$ cat config.mk
export PLATFORM = sky130hd
export DESIGN_NAME = tmr_core
export DESIGN_NICKNAME = d
export VERILOG_FILES = /design/src/hdl/tmr_pkg.sv /design/src/hdl/tmr_core.sv
export SDC_FILE = /design/constraint.sdc
export NUM_CORES = 1
export LEC_CHECK = 0
export BUFFER_PORTS_ARGS = -buffer_cell sky130_fd_sc_hd__buf_2
export CAP_MARGIN = 10
export CORE_MARGIN = 4
export CORE_UTILIZATION = 30
export DETAILED_ROUTE_END_ITERATION = 8
export PLACE_DENSITY_LB_ADDON = 0.05
export SYNTH_ARGS = -nofsm -noshare
export SYNTH_HDL_FRONTEND = slang
export SYNTH_SLANG_ARGS = --single-unit
$ cat constraint.sdc
create_clock -name clk_i -period 6.5 [get_ports clk_i]
set_clock_uncertainty 0.15 [all_clocks]
set_input_delay 0.65 -clock clk_i [delete_from_list [all_inputs] [get_ports clk_i]]
set_output_delay 0.65 -clock clk_i [all_outputs]
set_load 0.05 [all_outputs]
$ cat src/hdl/tmr_pkg.sv
// shared constants, register map and types of the timer/counter/pwm core
package tmr_pkg;

	// common registers, byte addresses
	localparam logic [11:0] TMR_ENA_CTRL_OFS = 12'h000;
	localparam logic [11:0] TMR_ENA_SET_OFS = 12'h004;
	localparam logic [11:0] TMR_ENA_CLR_OFS = 12'h008;
	localparam logic [11:0] TMR_IRQ_SUM_OFS = 12'h00C;
	// channel blocks start here, one block of 32 bytes per channel
	localparam logic [11:0] TMR_CH_BASE = 12'h100;
	localparam int unsigned TMR_CH_SHIFT = 5;
	localparam logic [4:0] TMR_CH_CTRL_OFS = 5'h00;
	localparam logic [4:0] TMR_CH_COUNT_OFS = 5'h04;
	localparam logic [4:0] TMR_CH_CC_OFS = 5'h08;
	localparam logic [4:0] TMR_CH_PERIOD_OFS = 5'h0C;
	localparam logic [4:0] TMR_CH_INTR_OFS = 5'h10;
	localparam logic [4:0] TMR_CH_CMD_OFS = 5'h14;
	localparam logic [4:0] TMR_CH_STAT_OFS = 5'h18;

	// channel_control field positions
	localparam int unsigned TMR_MODE_LSB = 0;
	localparam int unsigned TMR_DIR_LSB = 4;
	localparam int unsigned TMR_PRESC_LSB = 8;
	localparam int unsigned TMR_EDGE_BIT = 12;
	// command and interrupt bit positions
	localparam int unsigned TMR_CMD_RELOAD = 0;
	localparam int unsigned TMR_CMD_START = 1;
	localparam int unsigned TMR_CMD_STOP = 2;
	localparam int unsigned TMR_CMD_CAPTURE = 3;
	localparam int unsigned TMR_INTR_TC = 0;
	localparam int unsigned TMR_INTR_CC = 1;

	// reset values and counts
	localparam logic [31:0] TMR_PERIOD_RST = 32'hFFFF_FFFF;
	localparam logic [31:0] TMR_CC_RST = 32'h0000_0000;
	localparam logic [1:0] TMR_TRIG_SYS_CYCLES = 2'h2;
	localparam int unsigned TMR_MAX_CH = 32;

	typedef enum logic [2:0] {
		MODE_TIMER,
		MODE_CAPTURE,
		MODE_QUAD,
		MODE_PWM,
		MODE_PWM_DT,
		MODE_PWM_PR
	} tmr_mode_t;

	typedef enum logic [1:0] {
		DIR_UP,
		DIR_DOWN,
		DIR_UPDN
	} tmr_dir_t;

	// channel configuration as held in channel_control
	typedef struct packed {
		logic edge_cnt;
		logic [2:0] presc;
		tmr_dir_t dir;
		tmr_mode_t mode;
	} tmr_cfg_t;

endpackage : tmr_pkg

$ cat src/hdl/tmr_core.sv
// multi-channel timer, counter and pwm core with apb register access
`timescale 1ns/1ps
module tmr_core
	import tmr_pkg::*;
#(
	parameter int unsigned NCH = 4,
	parameter int unsigned CW = 16
)(
	// clock and reset
	input wire logic clk_i,
	input wire logic arst_n_i,
	// apb slave
	input wire logic psel_i,
	input wire logic penable_i,
	input wire logic pwrite_i,
	input wire logic [11:0] paddr_i,
	input wire logic [31:0] pwdata_i,
	output logic [31:0] prdata_o,
	output logic pready_o,
	output logic pslverr_o,
	// clock strobes
	input wire logic [NCH-1:0] cnt_clk_en_i,
	input wire logic sys_tick_i,
	// per-channel event inputs
	input wire logic [NCH-1:0] count_in_i,
	input wire logic [NCH-1:0] capture_in_i,
	input wire logic [NCH-1:0] reload_i,
	input wire logic [NCH-1:0] start_i,
	input wire logic [NCH-1:0] stop_i,
	// per-channel outputs
	output logic [NCH-1:0] wave_o,
	output logic [NCH-1:0] wave_n_o,
	output logic [NCH-1:0] overflow_o,
	output logic [NCH-1:0] underflow_o,
	output logic [NCH-1:0] cc_trig_o,
	output logic [NCH-1:0] irq_o
);

	////////////////////////////////////////////////////////////////////////
	// functions

	// prescaler wraps when the low sel bits of its counter are all ones
	function automatic logic presc_hit(input logic [6:0] cnt,
		input logic [2:0] sel);
		logic [6:0] mask;
		mask = 7'((8'h01 << sel) - 8'h01);
		return (cnt & mask) == mask;
	endfunction : presc_hit

	// pseudo-random sequence step, never stuck since zero maps to one
	function automatic logic [CW-1:0] lfsr_next(input logic [CW-1:0] v);
		return {v[CW-2:0], ~(v[CW-1] ^ v[CW-2] ^ v[0])};
	endfunction : lfsr_next

	////////////////////////////////////////////////////////////////////////
	// state

	logic [NCH-1:0] en_r; // channel_enable_control
	tmr_cfg_t cfg_r [NCH];
	logic [CW-1:0] count_r [NCH];
	logic [CW-1:0] cc_r [NCH];
	logic [CW-1:0] period_r [NCH];
	logic [1:0] intr_r [NCH];
	logic [NCH-1:0] run_r;
	logic [NCH-1:0] up_r;
	logic [6:0] pre_r [NCH];
	logic [NCH-1:0] pend_r;
	logic [NCH-1:0] cin_q_r;
	logic [NCH-1:0] cap_q_r;
	logic [1:0] left_r [NCH][3];
	logic pready_r;
	logic pslverr_r;
	logic [31:0] prdata_r;

	logic [11:0] ch_off;
	logic [5:0] ch_sel;
	logic in_ch;
	logic addr_ok;
	logic wr_go;
	logic [31:0] rd_val;
	logic [NCH-1:0] cin_rise;
	logic [NCH-1:0] cap_rise;
	logic [NCH-1:0] ptick;
	logic [NCH-1:0] step;
	logic [NCH-1:0] going_up;
	logic [NCH-1:0] up_nxt;
	logic [NCH-1:0] ov_ev;
	logic [NCH-1:0] un_ev;
	logic [NCH-1:0] cc_ev;
	logic [NCH-1:0] cap_ev;
	logic [NCH-1:0] wr_count;
	logic [NCH-1:0] do_reload;
	logic [NCH-1:0] do_start;
	logic [NCH-1:0] do_stop;
	logic [CW-1:0] count_nxt [NCH];
	logic [1:0] intr_nxt [NCH];

	assign cin_rise = count_in_i & ~cin_q_r;
	assign cap_rise = capture_in_i & ~cap_q_r;

	////////////////////////////////////////////////////////////////////////
	// apb decode, one wait state so read data comes from a flop

	always_comb
	begin
		ch_off = paddr_i - TMR_CH_BASE;
		ch_sel = ch_off[10:TMR_CH_SHIFT];
		// bit 11 of the offset set means far above the last channel block
		in_ch = (paddr_i >= TMR_CH_BASE) && !ch_off[11]
			&& (int'(ch_sel) < NCH);
		addr_ok = 1'b0;
		if (paddr_i[1:0] == 2'h0)
		begin
			if (in_ch)
				addr_ok = ch_off[4:0] <= TMR_CH_STAT_OFS;
			else
				addr_ok = paddr_i <= TMR_IRQ_SUM_OFS;
		end
		wr_go = psel_i && penable_i && pwrite_i && pready_r && !pslverr_r;
	end

	// read mux
	always_comb
	begin
		rd_val = 32'h0000_0000;
		if (in_ch)
		begin
			for (int c = 0; c < NCH; c++)
			begin
				if (ch_sel == 6'(c))
				begin
					case (ch_off[4:0])
						// read back in the same field layout as written
						TMR_CH_CTRL_OFS:
							rd_val = (32'(cfg_r[c].edge_cnt) << TMR_EDGE_BIT)
								| (32'(cfg_r[c].presc) << TMR_PRESC_LSB)
								| (32'(cfg_r[c].dir) << TMR_DIR_LSB)
								| (32'(cfg_r[c].mode) << TMR_MODE_LSB);
						TMR_CH_COUNT_OFS: rd_val = 32'(count_r[c]);
						TMR_CH_CC_OFS: rd_val = 32'(cc_r[c]);
						TMR_CH_PERIOD_OFS: rd_val = 32'(period_r[c]);
						TMR_CH_INTR_OFS: rd_val = 32'(intr_r[c]);
						TMR_CH_STAT_OFS: rd_val = {30'h0, up_r[c], run_r[c]};
						default: rd_val = 32'h0000_0000;
					endcase
				end
			end
		end
		else if (paddr_i == TMR_ENA_CTRL_OFS || paddr_i == TMR_ENA_SET_OFS)
			rd_val = 32'(en_r);
		else if (paddr_i == TMR_IRQ_SUM_OFS)
			rd_val = 32'(irq_o);
	end

	// access phase: answer on the second access cycle
	always_ff @(posedge clk_i or negedge arst_n_i)
	begin
		if (!arst_n_i)
		begin
			pready_r <= 1'b0;
			pslverr_r <= 1'b0;
			prdata_r <= 32'h0000_0000;
		end
		else
		begin
			pready_r <= psel_i && penable_i && !pready_r;
			pslverr_r <= psel_i && penable_i && !pready_r && !addr_ok;
			if (psel_i && penable_i && !pready_r && !pwrite_i && addr_ok)
				prdata_r <= rd_val;
		end
	end

	assign pready_o = pready_r;
	assign pslverr_o = pslverr_r;
	assign prdata_o = prdata_r;

	////////////////////////////////////////////////////////////////////////
	// enable register, set and clear in one edge so no rmw race

	always_ff @(posedge clk_i or negedge arst_n_i)
	begin
		if (!arst_n_i)
			en_r <= '0;
		else if (wr_go && paddr_i == TMR_ENA_SET_OFS)
			en_r <= en_r | pwdata_i[NCH-1:0];
		else if (wr_go && paddr_i == TMR_ENA_CLR_OFS)
			en_r <= en_r & ~pwdata_i[NCH-1:0];
		else if (wr_go && paddr_i == TMR_ENA_CTRL_OFS)
			en_r <= pwdata_i[NCH-1:0];
	end

	////////////////////////////////////////////////////////////////////////
	// per-channel writes and commands

	always_comb
	begin
		for (int c = 0; c < NCH; c++)
		begin
			logic hit;
			logic cmd;
			hit = wr_go && in_ch && ch_sel == 6'(c);
			cmd = hit && ch_off[4:0] == TMR_CH_CMD_OFS;
			wr_count[c] = hit && ch_off[4:0] == TMR_CH_COUNT_OFS;
			do_stop[c] = stop_i[c] || (cmd && pwdata_i[TMR_CMD_STOP]);
			// stop suppresses reload and start, reload suppresses start
			do_reload[c] = !do_stop[c] && (reload_i[c]
				|| (cmd && pwdata_i[TMR_CMD_RELOAD]));
			do_start[c] = !do_stop[c] && !do_reload[c] && (start_i[c]
				|| (cmd && pwdata_i[TMR_CMD_START]));
			cap_ev[c] = en_r[c] && run_r[c]
				&& cfg_r[c].mode == MODE_CAPTURE
				&& (cap_rise[c] || (cmd && pwdata_i[TMR_CMD_CAPTURE]));
		end
	end

	// configuration is untouched by enable changes
	always_ff @(posedge clk_i or negedge arst_n_i)
	begin
		if (!arst_n_i)
		begin
			for (int c = 0; c < NCH; c++)
			begin
				cfg_r[c] <= '0;
				period_r[c] <= TMR_PERIOD_RST[CW-1:0];
				cc_r[c] <= TMR_CC_RST[CW-1:0];
			end
		end
		else
		begin
			for (int c = 0; c < NCH; c++)
			begin
				if (wr_go && in_ch && ch_sel == 6'(c))
				begin
					if (ch_off[4:0] == TMR_CH_CTRL_OFS)
					begin
						cfg_r[c].mode <= tmr_mode_t'(pwdata_i[TMR_MODE_LSB +: 3]);
						cfg_r[c].dir <= tmr_dir_t'(pwdata_i[TMR_DIR_LSB +: 2]);
						cfg_r[c].presc <= pwdata_i[TMR_PRESC_LSB +: 3];
						cfg_r[c].edge_cnt <= pwdata_i[TMR_EDGE_BIT];
					end
					if (ch_off[4:0] == TMR_CH_PERIOD_OFS)
						period_r[c] <= pwdata_i[CW-1:0];
					if (ch_off[4:0] == TMR_CH_CC_OFS)
						cc_r[c] <= pwdata_i[CW-1:0];
				end
				if (cap_ev[c])
					cc_r[c] <= count_r[c];
			end
		end
	end

	////////////////////////////////////////////////////////////////////////
	// counting engine

	always_comb
	begin
		for (int c = 0; c < NCH; c++)
		begin
			tmr_mode_t m;
			logic qual;
			m = cfg_r[c].mode;
			ptick[c] = cnt_clk_en_i[c] && (m == MODE_QUAD
				|| m == MODE_PWM_DT || presc_hit(pre_r[c], cfg_r[c].presc));
			qual = cfg_r[c].edge_cnt ? (pend_r[c] || cin_rise[c])
				: count_in_i[c];
			case (m)
				MODE_QUAD: step[c] = cnt_clk_en_i[c]
					&& (pend_r[c] || cin_rise[c]);
				MODE_PWM_PR: step[c] = cnt_clk_en_i[c];
				default: step[c] = ptick[c] && qual;
			endcase
			step[c] = step[c] && en_r[c] && run_r[c];
			if (m == MODE_QUAD)
				going_up[c] = !capture_in_i[c];
			else
				going_up[c] = cfg_r[c].dir == DIR_UP
					|| (cfg_r[c].dir == DIR_UPDN && up_r[c]);
			up_nxt[c] = up_r[c];
			ov_ev[c] = 1'b0;
			un_ev[c] = 1'b0;
			count_nxt[c] = count_r[c];
			if (m == MODE_PWM_PR)
			begin
				count_nxt[c] = lfsr_next(count_r[c]);
				ov_ev[c] = count_r[c] == period_r[c];
			end
			else if (going_up[c])
			begin
				if (count_r[c] == period_r[c])
				begin
					ov_ev[c] = 1'b1;
					if (cfg_r[c].dir == DIR_UPDN && m != MODE_QUAD)
					begin
						count_nxt[c] = count_r[c] - CW'(1);
						up_nxt[c] = 1'b0;
					end
					else
						count_nxt[c] = '0;
				end
				else
					count_nxt[c] = count_r[c] + CW'(1);
			end
			else
			begin
				if (count_r[c] == '0)
				begin
					un_ev[c] = 1'b1;
					if (cfg_r[c].dir == DIR_UPDN && m != MODE_QUAD)
					begin
						count_nxt[c] = count_r[c] + CW'(1);
						up_nxt[c] = 1'b1;
					end
					else
						count_nxt[c] = period_r[c];
				end
				else
					count_nxt[c] = count_r[c] - CW'(1);
			end
			ov_ev[c] = ov_ev[c] && step[c];
			un_ev[c] = un_ev[c] && step[c];
			cc_ev[c] = cap_ev[c] || (m != MODE_CAPTURE && step[c]
				&& count_nxt[c] == cc_r[c] && count_r[c] != cc_r[c]);
		end
	end

	// counter, direction and run state; software write wins over counting
	always_ff @(posedge clk_i or negedge arst_n_i)
	begin
		if (!arst_n_i)
		begin
			run_r <= '0;
			up_r <= '1;
			for (int c = 0; c < NCH; c++)
				count_r[c] <= '0;
		end
		else
		begin
			for (int c = 0; c < NCH; c++)
			begin
				if (do_stop[c])
					run_r[c] <= 1'b0;
				else if (do_reload[c] || do_start[c])
					run_r[c] <= 1'b1;
				if (wr_count[c])
					count_r[c] <= pwdata_i[CW-1:0];
				else if (do_reload[c])
				begin
					count_r[c] <= cfg_r[c].dir == DIR_DOWN ? period_r[c] : '0;
					up_r[c] <= cfg_r[c].dir != DIR_DOWN;
				end
				else if (step[c])
				begin
					count_r[c] <= count_nxt[c];
					up_r[c] <= up_nxt[c];
				end
			end
		end
	end

	// prescaler and edge capture; the consuming tick clears a pending edge even when a new edge arrives
	always_ff @(posedge clk_i or negedge arst_n_i)
	begin
		if (!arst_n_i)
		begin
			pend_r <= '0;
			cin_q_r <= '0;
			cap_q_r <= '0;
			for (int c = 0; c < NCH; c++)
				pre_r[c] <= '0;
		end
		else
		begin
			cin_q_r <= count_in_i;
			cap_q_r <= capture_in_i;
			for (int c = 0; c < NCH; c++)
			begin
				if (do_reload[c])
					pre_r[c] <= '0;
				else if (cnt_clk_en_i[c] && en_r[c] && run_r[c])
					pre_r[c] <= pre_r[c] + 7'h01;
				if (cfg_r[c].mode == MODE_QUAD ? cnt_clk_en_i[c] : ptick[c])
					pend_r[c] <= 1'b0;
				else if (cin_rise[c])
					pend_r[c] <= 1'b1;
			end
		end
	end

	////////////////////////////////////////////////////////////////////////
	// outputs: wave, trigger pulses, interrupt flags

	// pwm modes compare count to cc, other modes toggle on terminal count
	always_ff @(posedge clk_i or negedge arst_n_i)
	begin
		if (!arst_n_i)
		begin
			wave_o <= '0;
			wave_n_o <= '1;
		end
		else
		begin
			for (int c = 0; c < NCH; c++)
			begin
				if (en_r[c] && (cfg_r[c].mode == MODE_PWM
					|| cfg_r[c].mode == MODE_PWM_DT
					|| cfg_r[c].mode == MODE_PWM_PR))
				begin
					wave_o[c] <= count_r[c] < cc_r[c];
					wave_n_o[c] <= !(count_r[c] < cc_r[c]);
				end
				else if (ov_ev[c] || un_ev[c])
				begin
					wave_o[c] <= !wave_o[c];
					wave_n_o[c] <= wave_o[c];
				end
			end
		end
	end

	// each trigger is held for two system clock strobes
	always_ff @(posedge clk_i or negedge arst_n_i)
	begin
		if (!arst_n_i)
		begin
			overflow_o <= '0;
			underflow_o <= '0;
			cc_trig_o <= '0;
			for (int c = 0; c < NCH; c++)
				for (int t = 0; t < 3; t++)
					left_r[c][t] <= '0;
		end
		else
		begin
			for (int c = 0; c < NCH; c++)
			begin
				logic [2:0] ev;
				logic [2:0] q;
				ev = {cc_ev[c], un_ev[c], ov_ev[c]};
				q = {cc_trig_o[c], underflow_o[c], overflow_o[c]};
				for (int t = 0; t < 3; t++)
				begin
					if (!en_r[c])
					begin
						q[t] = 1'b0;
						left_r[c][t] <= '0;
					end
					else if (ev[t])
					begin
						q[t] = 1'b1;
						left_r[c][t] <= TMR_TRIG_SYS_CYCLES;
					end
					else if (sys_tick_i && q[t])
					begin
						left_r[c][t] <= left_r[c][t] - 2'h1;
						if (left_r[c][t] == 2'h1)
							q[t] = 1'b0;
					end
				end
				overflow_o[c] <= q[0];
				underflow_o[c] <= q[1];
				cc_trig_o[c] <= q[2];
			end
		end
	end

	// sticky flags, a new event beats a write-one clear
	always_comb
	begin
		for (int c = 0; c < NCH; c++)
		begin
			intr_nxt[c] = intr_r[c];
			if (wr_go && in_ch && ch_sel == 6'(c)
				&& ch_off[4:0] == TMR_CH_INTR_OFS)
				intr_nxt[c] = intr_r[c] & ~pwdata_i[1:0];
			intr_nxt[c][TMR_INTR_TC] = intr_nxt[c][TMR_INTR_TC]
				|| ov_ev[c] || un_ev[c];
			intr_nxt[c][TMR_INTR_CC] = intr_nxt[c][TMR_INTR_CC] || cc_ev[c];
		end
	end

	always_ff @(posedge clk_i or negedge arst_n_i)
	begin
		if (!arst_n_i)
		begin
			irq_o <= '0;
			for (int c = 0; c < NCH; c++)
				intr_r[c] <= '0;
		end
		else
		begin
			for (int c = 0; c < NCH; c++)
			begin
				intr_r[c] <= intr_nxt[c];
				irq_o[c] <= |intr_nxt[c];
			end
		end
	end

	////////////////////////////////////////////////////////////////////////
	// assertions on channel 0

	logic [1:0] hi_ticks_r; // system strobes seen while overflow is high
	always_ff @(posedge clk_i or negedge arst_n_i)
	begin
		if (!arst_n_i)
			hi_ticks_r <= '0;
		else if (!overflow_o[0] || ov_ev[0])
			hi_ticks_r <= '0;
		else if (sys_tick_i && hi_ticks_r != 2'h3)
			hi_ticks_r <= hi_ticks_r + 2'h1;
	end

	property p_trig_width;
		@(posedge clk_i) disable iff (!arst_n_i)
		overflow_o[0] |-> hi_ticks_r < 2'h2;
	endproperty
	a_trig_width: assert property (p_trig_width)
		else $error("overflow trigger held past two system strobes");

	property p_trig_fall;
		@(posedge clk_i) disable iff (!arst_n_i)
		$fell(overflow_o[0]) && $past(en_r[0]) |-> $past(hi_ticks_r) == 2'h1
			&& $past(sys_tick_i);
	endproperty
	a_trig_fall: assert property (p_trig_fall)
		else $error("overflow trigger dropped early");

	property p_stop_prio;
		@(posedge clk_i) disable iff (!arst_n_i)
		stop_i[0] && (reload_i[0] || start_i[0]) |=> !run_r[0];
	endproperty
	a_stop_prio: assert property (p_stop_prio)
		else $error("stop did not win over reload or start");

	property p_ena_set;
		@(posedge clk_i) disable iff (!arst_n_i)
		wr_go && paddr_i == TMR_ENA_SET_OFS && pwdata_i[0] |=> en_r[0];
	endproperty
	a_ena_set: assert property (p_ena_set)
		else $error("enable set write ignored");

	property p_ena_atomic;
		@(posedge clk_i) disable iff (!arst_n_i)
		wr_go && (paddr_i == TMR_ENA_SET_OFS || paddr_i == TMR_ENA_CLR_OFS)
			&& !pwdata_i[0] |=> $stable(en_r[0]);
	endproperty
	a_ena_atomic: assert property (p_ena_atomic)
		else $error("zero bit of set or clear disturbed another channel");

	property p_cfg_kept;
		@(posedge clk_i) disable iff (!arst_n_i)
		$fell(en_r[0]) |-> $stable(cfg_r[0]) && $stable(period_r[0]);
	endproperty
	a_cfg_kept: assert property (p_cfg_kept)
		else $error("disable changed configuration");

	property p_hold_off;
		@(posedge clk_i) disable iff (!arst_n_i)
		!en_r[0] && !wr_count[0] && !do_reload[0] |=> $stable(count_r[0])
			&& !overflow_o[0] && !cc_trig_o[0];
	endproperty
	a_hold_off: assert property (p_hold_off)
		else $error("disabled channel moved or triggered");

	property p_level_gate;
		@(posedge clk_i) disable iff (!arst_n_i)
		cfg_r[0].mode == MODE_TIMER && !cfg_r[0].edge_cnt && !count_in_i[0]
			&& !wr_count[0] && !do_reload[0] |=> $stable(count_r[0]);
	endproperty
	a_level_gate: assert property (p_level_gate)
		else $error("counted while level count input low");

	property p_ovf_wrap;
		@(posedge clk_i) disable iff (!arst_n_i)
		step[0] && cfg_r[0].mode == MODE_TIMER && cfg_r[0].dir == DIR_UP
			&& count_r[0] == period_r[0] && !wr_count[0] && !do_reload[0]
			|=> count_r[0] == '0 && overflow_o[0] && intr_r[0][TMR_INTR_TC];
	endproperty
	a_ovf_wrap: assert property (p_ovf_wrap)
		else $error("overflow at period not signalled");

	c_overflow: cover property (@(posedge clk_i) disable iff (!arst_n_i)
		$rose(overflow_o[0]));
	c_underflow: cover property (@(posedge clk_i) disable iff (!arst_n_i)
		$rose(underflow_o[0]));
	c_capture: cover property (@(posedge clk_i) disable iff (!arst_n_i)
		cap_ev[0]);
	c_irq: cover property (@(posedge clk_i) disable iff (!arst_n_i)
		$rose(irq_o[0]));

endmodule : tmr_core

==> key figures, run 1 <==
Final layout
  – NumNets Final: 3744
  – Fin cells: 4875
  – # fillers: 10080
  – Share of cells above drive strength 1: 13.42%
  – Layout area overhead: 11.30%

Yosys
  – Share of flip-flops with an asynchronous set or reset: 100.0%
  – Post-synth EDFFs: 0
  – Synthesized instance count: 3633
  – Post-synth top flop: dfrtp_1
  – Post-synth top area share: 24.33%
  – Syn_area_per_cell: 7.984 um2
  – Leading cell types by total area after synthesis: dfrtp_1, dfstp_2, a21oi_1
  – Most frequent cell after synthesis: nand2_1
  – #FFs+latches synth: 354
  – Cell Area, Synth: 29010 um2
  – Ys Warns: 0
  – Synth area leader: dfrtp_1
  – Synth top cells by count: nand2_1, nor2_1, a21oi_1, clkbuf_1, dfrtp_1
  – Distinct cells, synth: 88
  – Register area share after synthesis: 30.85%

Setup path
  – CP startpoint kind: flip-flop
  – Crit end category: flip-flop
  – Critical Path AT: 5.73 ns
  – Max FO, Critical Path: 18
  – WP data required: 6.85 ns
  – Setup Crit Path Kind: reg2reg

Flow run
  – Max-cap violations: 0

Drt
  – Via density per instance: 5.991
  – Antenna-violating nets left: 0
  – Iter 0 DRT Violations: 3067
  – Avg WL per Cell: 27.94 um
  – First drt pass iteration count: 6
  – Drc violations: 0
  – Detailed Route WL: 136.2 mm
  – Via Count: 29210

Run status
  – Status: finished clean

GRT
  – Initial antenna violation count: 12
  – Largest net degree at the start of global routing: 148
  – First-pass GRT wire length: 199.4 mm
  – Overflow left after global routing: 0
  – Total Routing Usage GR: 25.79%
  – Vias in the first global route: 28350

Clocking
  – Post-CTS sizing: 0
  – CTS tree: built
  – Post-CTS setup buffer count: 0
  – Clk_lat worst skew: 0.62 ns
  – CTS buffer count: 46
  – Root buffer cell: clkbuf_16
  – CTS H-tree depth: 2
  – Cts hold-fix bufs: 5
  – Worst-path clk slew: 0.06 ns
  – Clk buf depth: 3
  – Sink Count: 354

Place
  – Port Buf Inserts: 99
  – Placed cell count: 4781
  – DP HPWL: 98.87 mm
  – Routability cong.: 0.9127

Timing
  – Period minus WS final: 5.377 ns
  – Setup violators final: 0
  – Final TNS setup: 0 ns
  – Final Hold Vio Count: 0
  – RSZ-0062 raised after global routing: false
  – Period utilization: 82.73%
  – Fin. max-slew vios: 0
  – Slew headroom: 8.689%
  – Peak Freq: 186.0 MHz
  – Worst-Margin Slew: 1.357 ns

Floorplanning
  – Ports: 132
  – Die H: 318.9 um
  – Row Count: 113
  – Initial core utilization: 30.39%
  – Core Footprint: 95440 um2
  – Total die area: 101700 um2
  – Die width: 318.9 um

Power and ir drop
  – PD cells: 209.6 nW/um2
  – Worst ir drop on vdd: 0.1684 mV
  – Leakage: 0.01314 uW

Worst hold path
  – HP Class: in2reg
metrics by stage:
step	utilization, %	hold WS (ns)	setup slack (ns)	area [um2]	power [uW]
3_5_place_dp	32.13	0.3154	1.307	30670	4085
3_3_place_gp	32.13	0.3137	1.206	30660	4080
5_1_grt	33.82	0.03016	1.120	32280	7080
2_1_floorplan	-	0.2044	2.471	29060	3476
4_1_cts	33.82	0.005222	1.282	32280	6816
6_report	33.83	0.04265	1.123	32280	6767
power by group:
group | internal, uW | switching [uW] | total [uW]
logic | 549 | 1020 | 1570
registers | 2290 | 226 | 2510
clock network | 1570 | 1110 | 2680
worst max-delay path, stage by stage, from the launching register on:
cell       delay, ns
dfrtp_1         0.35
buf_4           0.23
xor2_1          0.19
nor4_1          0.41
nand4_1         1.03
mux2i_1         0.35
o21ai_0         0.75
xnor2_1         0.20
o2111ai_1       0.14
or4_1           0.57
or4_1           0.62
and4_1          0.27
per-layer routing:
layer  wire length (um)  track usage (%)  up-vias
met5                  9                0        -
met2              61240            40.67     1234
met4               4124            7.645        2
li1                   -                -    13160
met1              60980            36.65    14620
met3               9877            3.703      197
layout make-up:
cell class / count / area [um2] / area share (%)
Clock inverter: 12 / 100.1 / 0.3100
Tap cell: 1265 / 1583 / 4.903
Clock buffer: 74 / 1460 / 4.523
Sequential cell: 354 / 8949 / 27.72
Antenna cell: 3 / 7.507 / 0.02325
Multi-Input combinational cell: 2833 / 18370 / 56.90
Inverter: 137 / 514.2 / 1.593
Timing Repair Buffer: 197 / 1300 / 4.027
worst paths after layout:
path                               start  cells past startpoint  slack, ns           to
max in group asynchronous       arst_n_i                      3       4.40  count_r[50]
hold / removal             count_in_i[2]                      1       0.04   cin_q_r[2]
min in group asynchronous       arst_n_i                      2       0.49    left_r[8]
setup reg to reg              count_r[7]                     11       1.12    left_r[0]
setup / recovery              count_r[7]                     11       1.12    left_r[0]
hold reg to reg              wave_n_o[1]                      2       0.32  wave_n_o[1]
sequential cells by signal (all words and copies together) (netlist names), 8 cells and up:
register / cells
cc_r: 64
count_r: 64
period_r: 64
cfg_r: 36
pre_r: 28
left_r: 24
prdata_o: 16
intr_r: 8
logic make-up after synthesis:
logic type	synth area share, %
simple gates	21.06
fa+ha+maj	4.357
mux	7.553
other cells	0.01293
xor+xnor	6.673
buf+inv	6.220
compound gates	23.28
flops	30.85
layout by cell type (no fill, tap or decap), types with 38 or more instances in the layout:
cell type,n
nor2_1,312
mux2i_1,112
nor4_1,54
nand3_1,121
inv_1,137
o21ai_0,258
a211oi_1,56
mux2_2,95
nor3_1,102
a21oi_1,287
o211ai_1,56
xnor2_1,148
dfrtp_1,282
dfstp_2,72
ha_1,101
clkbuf_16,49
xor2_1,73
nand4_1,69
nand2_1,329
a222oi_1,40
o22ai_1,39
a31oi_1,38
buf_4,88
buf_2,98
No activity file was read; power rests on OpenSTA's default activity.
==> run 2, diff against run 1 <==
clock period = 5.2 ns   (was 6.5 ns; I/O delays follow)
==> run 2 against run 1 <==
Compared with the run above: via count increased by 1.8%; sequential power increased by 22%; global-route usage increased by 0.81 points.
==> key figures, run 2 (same netlist as run 1, synthesis figures left out) <==
Drt
  – Detailed Route WL: 140.6 mm (was 136.2 mm)
  – Antenna-violating nets left: 0 (unchanged)
  – Iter 0 DRT Violations: 3097 (was 3067)
  – Via density per instance: 5.965 (was 5.991)
  – Avg WL per Cell: 28.20 um (was 27.94 um)
  – First drt pass iteration count: 9 (was 6)
  – Via Count: 29740 (was 29210)
  – Drc violations: 0 (unchanged)

Setup path
  – Crit end category: flip-flop (unchanged)
  – CP startpoint kind: flip-flop (unchanged)
  – WP data required: 5.57 ns (was 6.85 ns)
  – Setup Crit Path Kind: reg2reg (unchanged)
  – Max FO, Critical Path: 12 (was 18)
  – Critical Path AT: 5.04 ns (was 5.73 ns)
  – Crit. Startpoint: period_r[57] (was count_r[7])
  – FF-to-FF Start: period_r[57] (was count_r[7])

Final layout
  – Finished Cell Area: 33240 um2 (was 32280 um2)
  – Largest regs: cc_r (64), count_r (64), period_r (64) (unchanged)
  – Share of cells above drive strength 1: 15.89% (was 13.42%)
  – Layout area overhead: 14.61% (was 11.30%)
  – NumNets Final: 3855 (was 3744)
  – Most common cell after layout, fill and taps aside: nand2_1 (unchanged)
  – Commonest non-fill, non-tap cells in the layout: nand2_1, nor2_1, a21oi_1 (unchanged)

Power and ir drop
  – Leakage: 0.01373 uW (was 0.01314 uW)
  – Sw frac: 34.77% (was 34.84%)
  – Internal cell power: 5714 uW (was 4410 uW)
  – Logic pwr share: 24.8% (was 23.3%)
  – Net Sw Power: 3046 uW (was 2357 uW)
  – Tot Pwr: 8760 uW (was 6767 uW)
  – Seq pwr share: 35.0% (was 37.1%)
  – PD cells: 263.5 nW/um2 (was 209.6 nW/um2)
  – Worst ir drop on vdd: 0.2311 mV (was 0.1684 mV)
  – Clock Power Share: 40.2% (was 39.6%)

Place
  – Port Buf Inserts: 99 (unchanged)
  – Cell Area, Placed: 31400 um2 (was 30670 um2)
  – DP HPWL: 104.8 mm (was 98.87 mm)
  – Routability cong.: 0.9484 (was 0.9127)
  – Pre-CTS WS: 0.4972 ns (was 1.307 ns)

GRT
  – Initial antenna violation count: 9 (was 12)
  – First-pass GRT wire length: 204.6 mm (was 199.4 mm)
  – Largest net degree at the start of global routing: 114 (was 148)
  – Vias in the first global route: 28750 (was 28350)
  – Total Routing Usage GR: 26.59% (was 25.79%)
  – Overflow left after global routing: 0 (unchanged)

Floorplanning
  – Row Count: 113 (unchanged)
  – Initial core utilization: 30.39% (unchanged)
  – Core Footprint: 95440 um2 (unchanged)
  – Ports: 132 (unchanged)
  – Die width: 318.9 um (unchanged)
  – Total die area: 101700 um2 (unchanged)
  – Die H: 318.9 um (unchanged)

Timing
  – Period minus WS final: 4.671 ns (was 5.377 ns)
  – Peak Freq: 214.1 MHz (was 186.0 MHz)
  – Period utilization: 89.84% (was 82.73%)
  – Final WS setup: 0.5285 ns (was 1.123 ns)
  – Worst hold slack: 0.05384 ns (was 0.04265 ns)
  – Setup violators final: 0 (unchanged)
  – Worst-Margin Slew: 1.087 ns (was 1.357 ns)
  – Final Hold Vio Count: 0 (unchanged)
  – Slew headroom: 27.43% (was 8.689%)
  – RSZ-0062 raised after global routing: false (unchanged)
  – Fin. max-slew vios: 0 (unchanged)
  – Final TNS setup: 0 ns (unchanged)

Clocking
  – Clk buf depth: 3 (unchanged)
  – CTS tree: built (unchanged)
  – CTS H-tree depth: 2 (unchanged)
  – Sink Count: 354 (unchanged)
  – Clk_lat worst skew: 0.63 ns (was 0.62 ns)
  – Root buffer cell: clkbuf_16 (unchanged)
  – Post-CTS setup buffer count: 0 (unchanged)
  – Worst-path clk slew: 0.06 ns (about the same)
  – CTS buffer count: 47 (was 46)

Flow run
  – Max-cap violations: 0 (unchanged)

Run status
  – Status: finished clean (unchanged)

Worst hold path
  – Hold_sp: stop_i[1] (was count_in_i[2])
  – HP Class: in2reg (unchanged)
[run 2: what timing repair did]
item,4_1_cts,5_1_grt
hold endpoints to repair,99,0
hold buffers,18,0
gates resized for setup,0,0
[run 2: worst max-delay path, stage by stage, from the launching register on]
cell      delay (ns)
dfstp_2         0.60
xnor2_1         0.18
nand4_1         0.25
or4_1           0.89
buf_4           0.29
a221oi_1        0.28
o211a_1         0.26
xnor2_1         0.09
a311o_1         0.28
or4_1           0.46
nand4b_1        0.47
and4_1          0.37
[run 2: final timing paths]
check	to	slack (ns)	depth (start not counted)
max reg2reg	left_r[18]	0.53	11
max	left_r[18]	0.53	11
min in group asynchronous	left_r[8]	0.37	2
min reg2reg	wave_n_o[1]	0.33	2
max in group asynchronous	run_r[0]	3.23	3
min	run_r[1]	0.05	4
[run 2: metal layers]
metal  wire length [um]  GRT usage, %  share of wire [%]  vias to the layer above
met5                 24             0              0.017                        -
met4               3649         6.676                2.6                        4
met3              10430         4.534                7.4                      198
met2              63250         42.27                 45                     1222
met1              63230         37.57                 45                    14930
li1                   -             -                  -                    13380
[run 2: final cells by class]
| type | instances | area, um2 |
|---|---|---|
| flip-flops and latches | 354 | 8949 |
| clock inverters | 19 | 206.4 |
| inverters | 137 | 514.2 |
| well taps | 1265 | 1583 |
| diodes | 2 | 5.005 |
| fillers | 10050 | 62190 |
| clock buffers | 69 | 1451 |
| repair buffers | 307 | 2162 |
| multi-input cells | 2833 | 18370 |
[run 2: power groups by stage]
stage,sequential [uW],clock [uW],combinational (uW)
final,3060,3520,2170
after global routing,3070,3730,2340
after detailed placement,3110,0,2120
after floorplan,3010,0,1340
after global placement,3110,0,2120
after CTS,3060,3630,2140
[run 2: per-stage QoR]
step | util [%] | instances
after floorplan | - | 3648
after global placement | 32.90 | 4878
after detailed placement | 32.90 | 4878
after CTS | 34.83 | 4984
after global routing | 34.83 | 4984
final | 34.83 | 4986
